### config.mk
export PLATFORM = sky130hd
export DESIGN_NAME = crystal_osc_control
export DESIGN_NICKNAME = d
export VERILOG_FILES = /design/src/verilog/xtal_ctrl_pkg.sv /design/src/verilog/crystal_osc_control.sv /design/src/verilog/xtal_down_counter.sv /design/src/verilog/xtal_settle_timer.sv
export SDC_FILE = /design/constraint.sdc
export NUM_CORES = 1
export LEC_CHECK = 0
export BUFFER_PORTS_ARGS = -buffer_cell sky130_fd_sc_hd__clkbuf_2
export CAP_MARGIN = 0
export CORE_MARGIN = 1.5
export CORE_UTILIZATION = 57
export CTS_BUF_LIST = sky130_fd_sc_hd__clkbuf_8 sky130_fd_sc_hd__clkbuf_16
export CTS_CLUSTER_DIAMETER = 50
export DETAILED_ROUTE_END_ITERATION = 7
export HOLD_SLACK_MARGIN = 0.05
export MAX_ROUTING_LAYER = met4
export PLACE_DENSITY = 0.87
export SLEW_MARGIN = 20
export SYNTH_ARGS = -nofsm -noshare
export SYNTH_HDL_FRONTEND = slang
export SYNTH_SLANG_ARGS = --single-unit
### constraint.sdc
create_clock -name pclk -period 4.15 [get_ports pclk]
set_input_delay 0.83 -clock pclk [delete_from_list [all_inputs] [get_ports pclk]]
set_output_delay 0.83 -clock pclk [all_outputs]
set_load 0.02 [all_outputs]
### src/verilog/xtal_ctrl_pkg.sv
// Package of offsets, fields, codes and reset values for the crystal oscillator control
package xtal_ctrl_pkg;
  localparam logic [7:0]  OFF_CONTROL      = 8'h00;
  localparam logic [7:0]  OFF_STATUS       = 8'h04;
  localparam logic [7:0]  OFF_PAUSE        = 8'h08;
  localparam logic [7:0]  OFF_SETTLE       = 8'h0C;
  localparam logic [7:0]  OFF_COUNT        = 8'h1C;
  localparam int          ENABLE_MSB       = 23;
  localparam int          ENABLE_LSB       = 12;
  localparam int          BAND_MSB         = 11;
  localparam int          BAND_LSB         = 0;
  localparam int          USABLE_BIT       = 31;
  localparam int          ILLEGAL_BIT      = 24;
  localparam int          ENABLED_BIT      = 12;
  localparam int          QUAD_BIT         = 20;
  localparam int          DELAY_MSB        = 13;
  localparam int          DELAY_WIDTH      = 14;
  localparam int          COUNT_WIDTH      = 8;
  localparam int          UNIT_SHIFT       = 8;
  localparam int          QUAD_SHIFT       = 2;
  localparam logic [11:0] ENABLE_OFF_CODE  = 12'hD1E;
  localparam logic [11:0] ENABLE_ON_CODE   = 12'hFAB;
  localparam logic [11:0] BAND_1_15        = 12'hAA0;
  localparam logic [31:0] PAUSE_CODE       = 32'h636F6D61;
  localparam logic [31:0] RESUME_CODE      = 32'h77616B65;
  localparam logic [13:0] DELAY_RESET      = 14'h00C4;
  localparam int          SETTLE_CNT_WIDTH = 24;
endpackage : xtal_ctrl_pkg

### src/verilog/crystal_osc_control.sv
// Register block and control logic of the crystal oscillator
//
// Added by the designer: the APB slave port.
`timescale 1ns/1ps
`default_nettype none
module crystal_osc_control (
  input  wire logic        pclk,
  input  wire logic        presetn,
  input  wire logic        psel,
  input  wire logic        penable,
  input  wire logic        pwrite,
  input  wire logic [7:0]  paddr,
  input  wire logic [31:0] pwdata,
  input  wire logic [3:0]  pstrb,
  output logic             pready,
  output logic      [31:0] prdata,
  output logic             pslverr,
  input  wire logic        xtal_tick,
  input  wire logic        wake_event,
  output logic             osc_enable,
  output logic             osc_run,
  output logic             osc_usable
);
  logic [11:0] enable_code;
  logic        illegal_write_flag;
  logic        paused;
  logic [13:0] delay_units;
  logic        delay_quadruple;
  logic        usable;
  logic [7:0]  count;
  logic        enabled;
  logic        running;
  logic        wr_ctrl;
  logic        wr_pause;
  logic        wr_settle;
  logic        wr_count;
  logic        wr_status;
  logic        setup;
  logic        access;
  logic        bad_ctrl;
  logic        bad_pause;
  logic [31:0] next_prdata;

  function automatic logic addr_hit(input logic [7:0] a, input logic [7:0] off);
    addr_hit = (a == off);
  endfunction : addr_hit

  assign setup     = psel && !penable;
  // Writes land at the edge that completes the access phase
  assign access    = psel && penable && pready;
  assign wr_ctrl   = access && pwrite && addr_hit(paddr, xtal_ctrl_pkg::OFF_CONTROL);
  assign wr_status = access && pwrite && addr_hit(paddr, xtal_ctrl_pkg::OFF_STATUS);
  assign wr_pause  = access && pwrite && addr_hit(paddr, xtal_ctrl_pkg::OFF_PAUSE);
  assign wr_settle = access && pwrite && addr_hit(paddr, xtal_ctrl_pkg::OFF_SETTLE);
  assign wr_count  = access && pwrite && addr_hit(paddr, xtal_ctrl_pkg::OFF_COUNT);

  // Any code except the off code enables
  assign enabled   = enable_code != xtal_ctrl_pkg::ENABLE_OFF_CODE;
  assign running   = enabled && !paused;
  assign bad_ctrl  = (pwdata[23:12] != xtal_ctrl_pkg::ENABLE_OFF_CODE &&
                      pwdata[23:12] != xtal_ctrl_pkg::ENABLE_ON_CODE) ||
                     pwdata[11:0] != xtal_ctrl_pkg::BAND_1_15;
  assign bad_pause = pwdata != xtal_ctrl_pkg::PAUSE_CODE && pwdata != xtal_ctrl_pkg::RESUME_CODE;

  // No wait state: answer in the first access-phase cycle of every transfer
  always_ff @(posedge pclk or negedge presetn)
  begin
    if (!presetn)
    begin
      pready  <= 1'b0;
      pslverr <= 1'b0;
    end
    else
    begin
      pready  <= setup;
      pslverr <= 1'b0;
    end
  end

  always_ff @(posedge pclk or negedge presetn)
  begin
    if (!presetn)
      enable_code <= xtal_ctrl_pkg::ENABLE_OFF_CODE;
    else if (wr_ctrl && pstrb[1] && pstrb[2])
      enable_code <= pwdata[23:12];
  end

  // Pause entry on pause code, any other full-word write or wake resumes
  always_ff @(posedge pclk or negedge presetn)
  begin
    if (!presetn)
      paused <= 1'b0;
    else if (wr_pause && pstrb == 4'hF)
      paused <= (pwdata == xtal_ctrl_pkg::PAUSE_CODE);
    else if (wake_event)
      paused <= 1'b0;
  end

  // Sticky; cleared by writing one to bit 24, set wins
  always_ff @(posedge pclk or negedge presetn)
  begin
    if (!presetn)
      illegal_write_flag <= 1'b0;
    else if ((wr_ctrl && bad_ctrl) || (wr_pause && bad_pause))
      illegal_write_flag <= 1'b1;
    else if (wr_status && pstrb[3] && pwdata[xtal_ctrl_pkg::ILLEGAL_BIT])
      illegal_write_flag <= 1'b0;
  end

  always_ff @(posedge pclk or negedge presetn)
  begin
    if (!presetn)
    begin
      delay_units     <= xtal_ctrl_pkg::DELAY_RESET;
      delay_quadruple <= 1'b0;
    end
    else if (wr_settle)
    begin
      if (pstrb[0])
        delay_units[7:0] <= pwdata[7:0];
      if (pstrb[1])
        delay_units[13:8] <= pwdata[13:8];
      if (pstrb[2])
        delay_quadruple <= pwdata[xtal_ctrl_pkg::QUAD_BIT];
    end
  end

  xtal_settle_timer u_settle (
    .pclk        (pclk),
    .presetn     (presetn),
    .xtal_tick   (xtal_tick),
    .running     (running),
    .delay_units (delay_units),
    .quadruple   (delay_quadruple),
    .usable      (usable)
  );

  xtal_down_counter u_count (
    .pclk       (pclk),
    .presetn    (presetn),
    .xtal_tick  (xtal_tick),
    .load       (wr_count && pstrb[0] && pwdata[7:0] != 8'h00),
    .load_value (pwdata[7:0]),
    .count      (count)
  );

  // Read mux; reserved bits and unmapped addresses read zero
  always_comb
  begin
    next_prdata = 32'h00000000;
    if (addr_hit(paddr, xtal_ctrl_pkg::OFF_CONTROL))
      next_prdata = {8'h00, enable_code, xtal_ctrl_pkg::BAND_1_15};
    else if (addr_hit(paddr, xtal_ctrl_pkg::OFF_STATUS))
    begin
      next_prdata[xtal_ctrl_pkg::USABLE_BIT]  = usable;
      next_prdata[xtal_ctrl_pkg::ILLEGAL_BIT] = illegal_write_flag;
      next_prdata[xtal_ctrl_pkg::ENABLED_BIT] = enabled;
      next_prdata[1:0]                        = 2'h0;
    end
    else if (addr_hit(paddr, xtal_ctrl_pkg::OFF_PAUSE))
      next_prdata = paused ? xtal_ctrl_pkg::PAUSE_CODE : xtal_ctrl_pkg::RESUME_CODE;
    else if (addr_hit(paddr, xtal_ctrl_pkg::OFF_SETTLE))
    begin
      next_prdata[xtal_ctrl_pkg::DELAY_MSB:0] = delay_units;
      next_prdata[xtal_ctrl_pkg::QUAD_BIT]    = delay_quadruple;
    end
    else if (addr_hit(paddr, xtal_ctrl_pkg::OFF_COUNT))
      next_prdata[7:0] = count;
  end

  always_ff @(posedge pclk or negedge presetn)
  begin
    if (!presetn)
      prdata <= 32'h00000000;
    else if (setup && !pwrite)
      prdata <= next_prdata;
  end

  always_ff @(posedge pclk or negedge presetn)
  begin
    if (!presetn)
    begin
      osc_enable <= 1'b0;
      osc_run    <= 1'b0;
      osc_usable <= 1'b0;
    end
    else
    begin
      osc_enable <= enabled;
      osc_run    <= running;
      osc_usable <= usable;
    end
  end
endmodule : crystal_osc_control
`default_nettype wire

### src/verilog/xtal_down_counter.sv
// Eight-bit down counter stepped by the crystal
`timescale 1ns/1ps
`default_nettype none
module xtal_down_counter #(
  parameter int WIDTH = xtal_ctrl_pkg::COUNT_WIDTH
) (
  input  wire logic             pclk,
  input  wire logic             presetn,
  input  wire logic             xtal_tick,
  input  wire logic             load,
  input  wire logic [WIDTH-1:0] load_value,
  output logic      [WIDTH-1:0] count
);
  always_ff @(posedge pclk or negedge presetn)
  begin
    if (!presetn)
      count <= '0;
    else if (load)
      count <= load_value;
    else if (xtal_tick && count != '0)
      count <= count - WIDTH'(1);
  end
endmodule : xtal_down_counter
`default_nettype wire

### src/verilog/xtal_settle_timer.sv
// Settle timer counting crystal cycles after start or wake
`timescale 1ns/1ps
`default_nettype none
module xtal_settle_timer #(
  parameter int WIDTH = xtal_ctrl_pkg::SETTLE_CNT_WIDTH
) (
  input  wire logic             pclk,
  input  wire logic             presetn,
  input  wire logic             xtal_tick,
  input  wire logic             running,
  input  wire logic [13:0]      delay_units,
  input  wire logic             quadruple,
  output logic                  usable
);
  logic [WIDTH-1:0] elapsed;
  logic [WIDTH-1:0] target;

  // Units of 256 periods, times four when asked
  always_comb
  begin
    target = WIDTH'({delay_units, 8'h00});
    if (quadruple)
      target = WIDTH'({delay_units, 10'h000});
  end

  always_ff @(posedge pclk or negedge presetn)
  begin
    if (!presetn)
    begin
      elapsed <= '0;
      usable  <= 1'b0;
    end
    else if (!running)
    begin
      elapsed <= '0;
      usable  <= 1'b0;
    end
    else if (!usable)
    begin
      if (elapsed >= target)
        usable <= 1'b1;
      else if (xtal_tick)
        elapsed <= elapsed + WIDTH'(1);
    end
  end
endmodule : xtal_settle_timer
`default_nettype wire
# Yosys cells after proc, flatten, opt, wreduce, memory -nomap -nowiden
# Cells that the tools add are included.
# word_totals
register_bits,98
inputBits,51
word_cells,101
output_inout_bits,37
# classes
magnitude_cmp,1
addsub,2
n_eq_ne,15
n_mux,31
n_reduce_logical,38
# op_table
op,count
$mux 24,5
$ne 32x31->1 const B,2
$ne 12x12->1 const B,4
$eq 32x31->1 const B,1
$mux 32,1
$mux 8,4
$mux 29,1
$add 24x1->24 const B,1
$ge 24x24->1,1
$logic_and 1x1->1,23
$mux 10,2
$mux 6,3
$eq 8x4->1 const B,2
$reduce_bool 8->1,2
$mux 14,1
$mux 1,12
$mux 11,1
$eq 8x3->1 const B,1
$eq 8x5->1 const B,1
$logic_not 8->1,1
$sub 8x1->8 const B,1
$ne 2x2->1 const B,3
$reduce_and 2->1,3
$reduce_bool 2->1,3
other kinds (5),8

# Longest topological paths before layout
# logic_depth
depth_word,8
mapped_depth,11
mapped_depth_nobuf,8

# Hierarchy
# Synthesis repeated with hierarchy kept, for this count alone.
# unflattened
cells_unflattened,542
area_unflattened_um2,5403.9
# by_module_without_submodules
mod,cells_each,seq_area_each_um2,instances,area_per_inst_um2
crystal_osc_control,272,1539.0,1,2984.1
xtal_settle_timer,210,625.6,1,1879.3
xtal_down_counter,60,200.2,1,540.5

# Worst setup path before layout
# OpenSTA, ideal clock, no wires.
# synth_path
path_type,reg2reg
from,register delay_quadruple
to,register u_settle.elapsed[18]
path_stages_with_launch,11
slack_ns,1.123
period_less_slack_ns,3.027
required_time_ns,4.072
path_buffers,2
arrival_ns,2.949
setup_ns,0.078
path_cell_list,dfrtp_1 clkbuf_1 buf_1 mux2i_1 ha_1 a211oi_1 o22ai_1 nor2_1 nand4_2 or4_1 a21oi_1
# synth_via
elab_chain_len,4
# synth_rtl
element,line,text
"start, declared",crystal_osc_control.sv:28,logic delay_quadruple;
"start signal, assigned",crystal_osc_control.sv:124,delay_quadruple <= pwdata[xtal_ctrl_pkg::QUAD_BIT];
$mux 24,xtal_settle_timer.sv:22,if (quadruple)
$ge 24x24->1,xtal_settle_timer.sv:40,if (elapsed >= target)
$ne 2x2->1 (no line),--,
$reduce_and 3->1 (no line),--,
"end signal, assigned",xtal_settle_timer.sv:43,elapsed <= elapsed + WIDTH'(1);
"end, declared",xtal_settle_timer.sv:15,logic [WIDTH-1:0] elapsed;
# No other way between the ends.
# A chain may end at the register's enable or synchronous reset.

# Final worst setup path
# Ends and elaborated chain as after synthesis.

==> flow_summary_export.csv <==
group,metric,value,unit
cts,cts-resized-gates,0,
placement,gp_routability_congestion,0.9524,
cts,holdBufCountCts,0,
setup_path,worstRegToRegCells,8,
layout,fillCellCount,695,
floorplanning,core_region_area,8806,sq um
grt,antenna_found_initial,0,
pwr,p_leak,2.616,nW
pwr,p_int,0.001289,W
placement,io_buffers,85,
timing,max_slew.worst_pin.slew,0.7836,ns
grt,grt.total_usage,0.2757,
status,status,"complete, but fails checks",
setup_path,cp-startpoint,"delay_quadruple",
run,drv_cap,0,
route,antenna_left,0,
route,vias,4356,
grt,grt_pass1_vias,4172,
synth,netlist_instances,516,
synth,synthDominantCellAreaShare,0.4037,
timing,fmax,0.2986,GHz
timing,hold_viol_final,0,
cts,cts_tree,"done",
floorplanning,initial_core_util,0.5914,
setup_path,critical_path.max_fanout,18,
synth,ys_ff_latch,94,
synth,synth_area_per_cell,10.09,sq um
route,vias_per_cell,6.188,
timing,setup_tns,0,ns
synth,synth_edf_count,0,
cts,htree_num_levels,3,
synth,synthTopCellsByArea,"dfrtp_1, mux2_2, dfstp_2",
grt,grt_max_degree,80,
pwr,p_clk_frac,0.318,
timing,fin_crit_sh,0.8069,
floorplanning,num_rows,34,
cts,clk_path_buf_depth,2,
timing,final.setup_skew,0.01448,ns
synth,synth-xor-area-share,0.02018,
floorplanning,die_w,98.58,um
pwr,power_switching,0.0005310,W
pwr,ir_drop,0.2952,mV
timing,worst_slack,0.8012,ns
setup_path,arrival,3.65,ns
synth,synth-seq-area-share,0.4541,
synth,synth_cell_types,61,
synth,postSynth.asyncResetShare,1.000,
route,drtIter0Drc,318,
synth,synth_ff_type,"dfrtp_1",
layout,diodes,0,
pwr,powerDensity,309.9,nW/um^2
pwr,swShare,0.2917,
pwr,pwr-share-comb,0.123,
synth,synth_top_area_cell,"dfrtp_1",
route,remaining_drc_errors,11,
timing,drv_slew,0,
setup_path,critPathCaptureType,"flip-flop",
floorplanning,pin_count,88,
route,wl_per_cell,17.79,um
setup_path,critical_path_class,"flip-flop to flip-flop",
cts,cts_sinks,94,
setup_path,reg2reg_from,"delay_quadruple",
floorplanning,die_y,98.58,um
route,drt_wl_total,12520,um
grt,grt_pass1_wl,20560,um
floorplanning,die_area,9718,sq um
synth,synthAdderAreaFrac,0.04565,
synth,synthSimpleGateAreaFrac,0.2167,
timing,post-route-min-period,3.349,ns
cts,clk_pin_slew_worst_paths,0.11,ns
synth,synth_top_family_by_area,"simple AND/OR/NAND/NOR gates",
timing,relSlewSlack,0.4737,
setup_path,start_kind,"flip-flop",
hold_path,hold_path_class,"input pin to asynchronous set/reset pin",
timing,setup_viol,0,
synth,synthMuxAreaShare,0.1004,
layout,drive_above_1_share,0.2852,
synth,ys.warnings.count,0,
grt,gr-total-overflow,0,
layout,syn_to_final_growth,12.78,%
synth,synth-compound-area-share,0.1285,
timing,rsz0062_at_grt,"no",
pwr,sequentialPowerShare,0.559,
placement,dp_slack,0.8809,ns
cts,clk_latency,0.37,ns
cts,cts_root_buffer,"clkbuf_8",
setup_path,critPathRequiredTime,4.45,ns
synth,syn_area,5207,sq um
cts,cts_buffers,9,
status,violations,"design-rule violations",
cts,post_cts_buffers,0,
layout,nets,661,
placement,dp_hpwl,9354,um
route,first_pass_iters,7,
path summary, 6_finish.rpt:
check | slack (ns) | end
hold / removal | 0.36 | u_count.count[3]
setup reg to reg | 0.80 | u_settle.elapsed[18]
hold reg to reg | 0.49 | prdata[19]
max in group asynchronous | 2.87 | enable_code[8]
setup / recovery | 0.80 | u_settle.elapsed[18]
min in group pclk | 0.49 | prdata[19]
flip-flops by register name, summed over array words and instances, names as in the netlist:
| register | count |
|---|---|
| u_settle.usable | 1 |
| pready | 1 |
| delay_units | 14 |
| u_settle.elapsed | 24 |
| enable_code | 12 |
| osc_enable | 1 |
| osc_run | 1 |
| u_count.count | 8 |
| osc_usable | 1 |
| illegal_write_flag | 1 |
| paused | 1 |
| prdata | 28 |
| delay_quadruple | 1 |
worst max-delay path: stages, from the launching register on:
cell and delay [ns]:
dfrtp_1 0.84, mux2i_1 0.28, ha_1 0.27, a211oi_1 0.25
o22ai_1 0.13, nor2_1 0.39, nand4_2 0.39, or4_1 0.56
a21oi_1 0.16
cell usage after synthesis, drive strengths merged, types with 3 or more instances:
| cell type | n |
|---|---|
| a21oi | 34 |
| a221oi | 4 |
| a22o | 5 |
| a22oi | 5 |
| and3 | 4 |
| and4 | 3 |
| buf | 14 |
| clkbuf | 13 |
| dfrtp | 84 |
| dfstp | 10 |
| ha | 19 |
| inv | 9 |
| mux2 | 34 |
| mux2i | 14 |
| nand2 | 56 |
| nand2b | 6 |
| nand3 | 27 |
| nand4 | 12 |
| nand4b | 4 |
| nor2 | 24 |
| nor2b | 3 |
| nor3 | 6 |
| nor4 | 10 |
| o21ai | 45 |
| o31ai | 12 |
| or3 | 21 |
| or4 | 4 |
| xor2 | 10 |
layer usage:
metal  routed length, um  GRT usage  vias to the layer above
met2                6168     0.4423                      148
li1                    -          -                     2048
met4                 203    0.08791                        0
met3                 684    0.04326                       19
met5                   0          -                        -
met1                5468     0.3630                     2141
layout make-up:
type                    count  area, sq um  share of cell area
clock buffers               9        123.9             0.02109
clock inverters             7        58.81             0.01001
inverters                   9        33.78            0.005752
multi-input cells         387         2671              0.4548
flip-flops and latches     94         2365              0.4026
well taps                 108        135.1             0.02301
repair buffers             90        485.5             0.08266
metrics by stage:
| step | cells | cell area [sq um] | utilization | total power [W] | hold slack (ns) |
|---|---|---|---|---|---|
| global placement | 687 | 5663 | 0.6431 | 0.001237 | 0.4601 |
| CTS | 703 | 5846 | 0.6638 | 0.001822 | 0.4935 |
| detailed placement | 687 | 5663 | 0.6431 | 0.001250 | 0.4700 |
| finish | 704 | 5873 | 0.6670 | 0.001820 | 0.3622 |
| global route | 704 | 5873 | 0.6670 | 0.001895 | 0.3755 |
| floorplan | 517 | 5211 | - | 0.001155 | 0.3752 |
power by group through the flow:
| stage | Combinational (W) | Sequential (W) | Clock (W) |
|---|---|---|---|
| 2_1_floorplan | 0.000138 | 0.00102 | 0 |
| 3_3_place_gp | 0.000208 | 0.00103 | 0 |
| 3_5_place_dp | 0.000217 | 0.00103 | 0 |
| 4_1_cts | 0.000221 | 0.00102 | 0.000586 |
| 5_1_grt | 0.000249 | 0.00103 | 0.000620 |
| 6_report | 0.000223 | 0.00102 | 0.000580 |
kinds of logic (layout without fill, tap and decap cells):
family | after synthesis | count (layout)
DFF | 94 | 94
AOI/OAI and AO/OA | 110 | 110
buffers and inverters | 36 | 115
and+or+nand+nor | 196 | 196
xor gates and xnor gates | 12 | 12
adders and majority gates | 19 | 19
muxes | 48 | 48
other | 1 | 2
cell usage in the layout (no fill, tap or decap), drive strengths merged, types with 2 or more instances in the layout:
master and count:
a211oi 2, a21oi 34, a221oi 4, a22o 5, a22oi 5, and2 2
and3 4, and4 3, buf 6, clkbuf 93, clkinvlp 2, conb 2
dfrtp 84, dfstp 10, ha 19, inv 13, mux2 34, mux2i 14
nand2 56, nand2b 6, nand3 27, nand4 12, nand4b 4, nor2 24
nor2b 3, nor3 6, nor4 10, o21ai 45, o31ai 12, or2 2
or2b 2, or3 21, or4 4, or4b 2, or4bb 2, xnor2 2
xor2 10
Power figures use the tool's default switching activity.
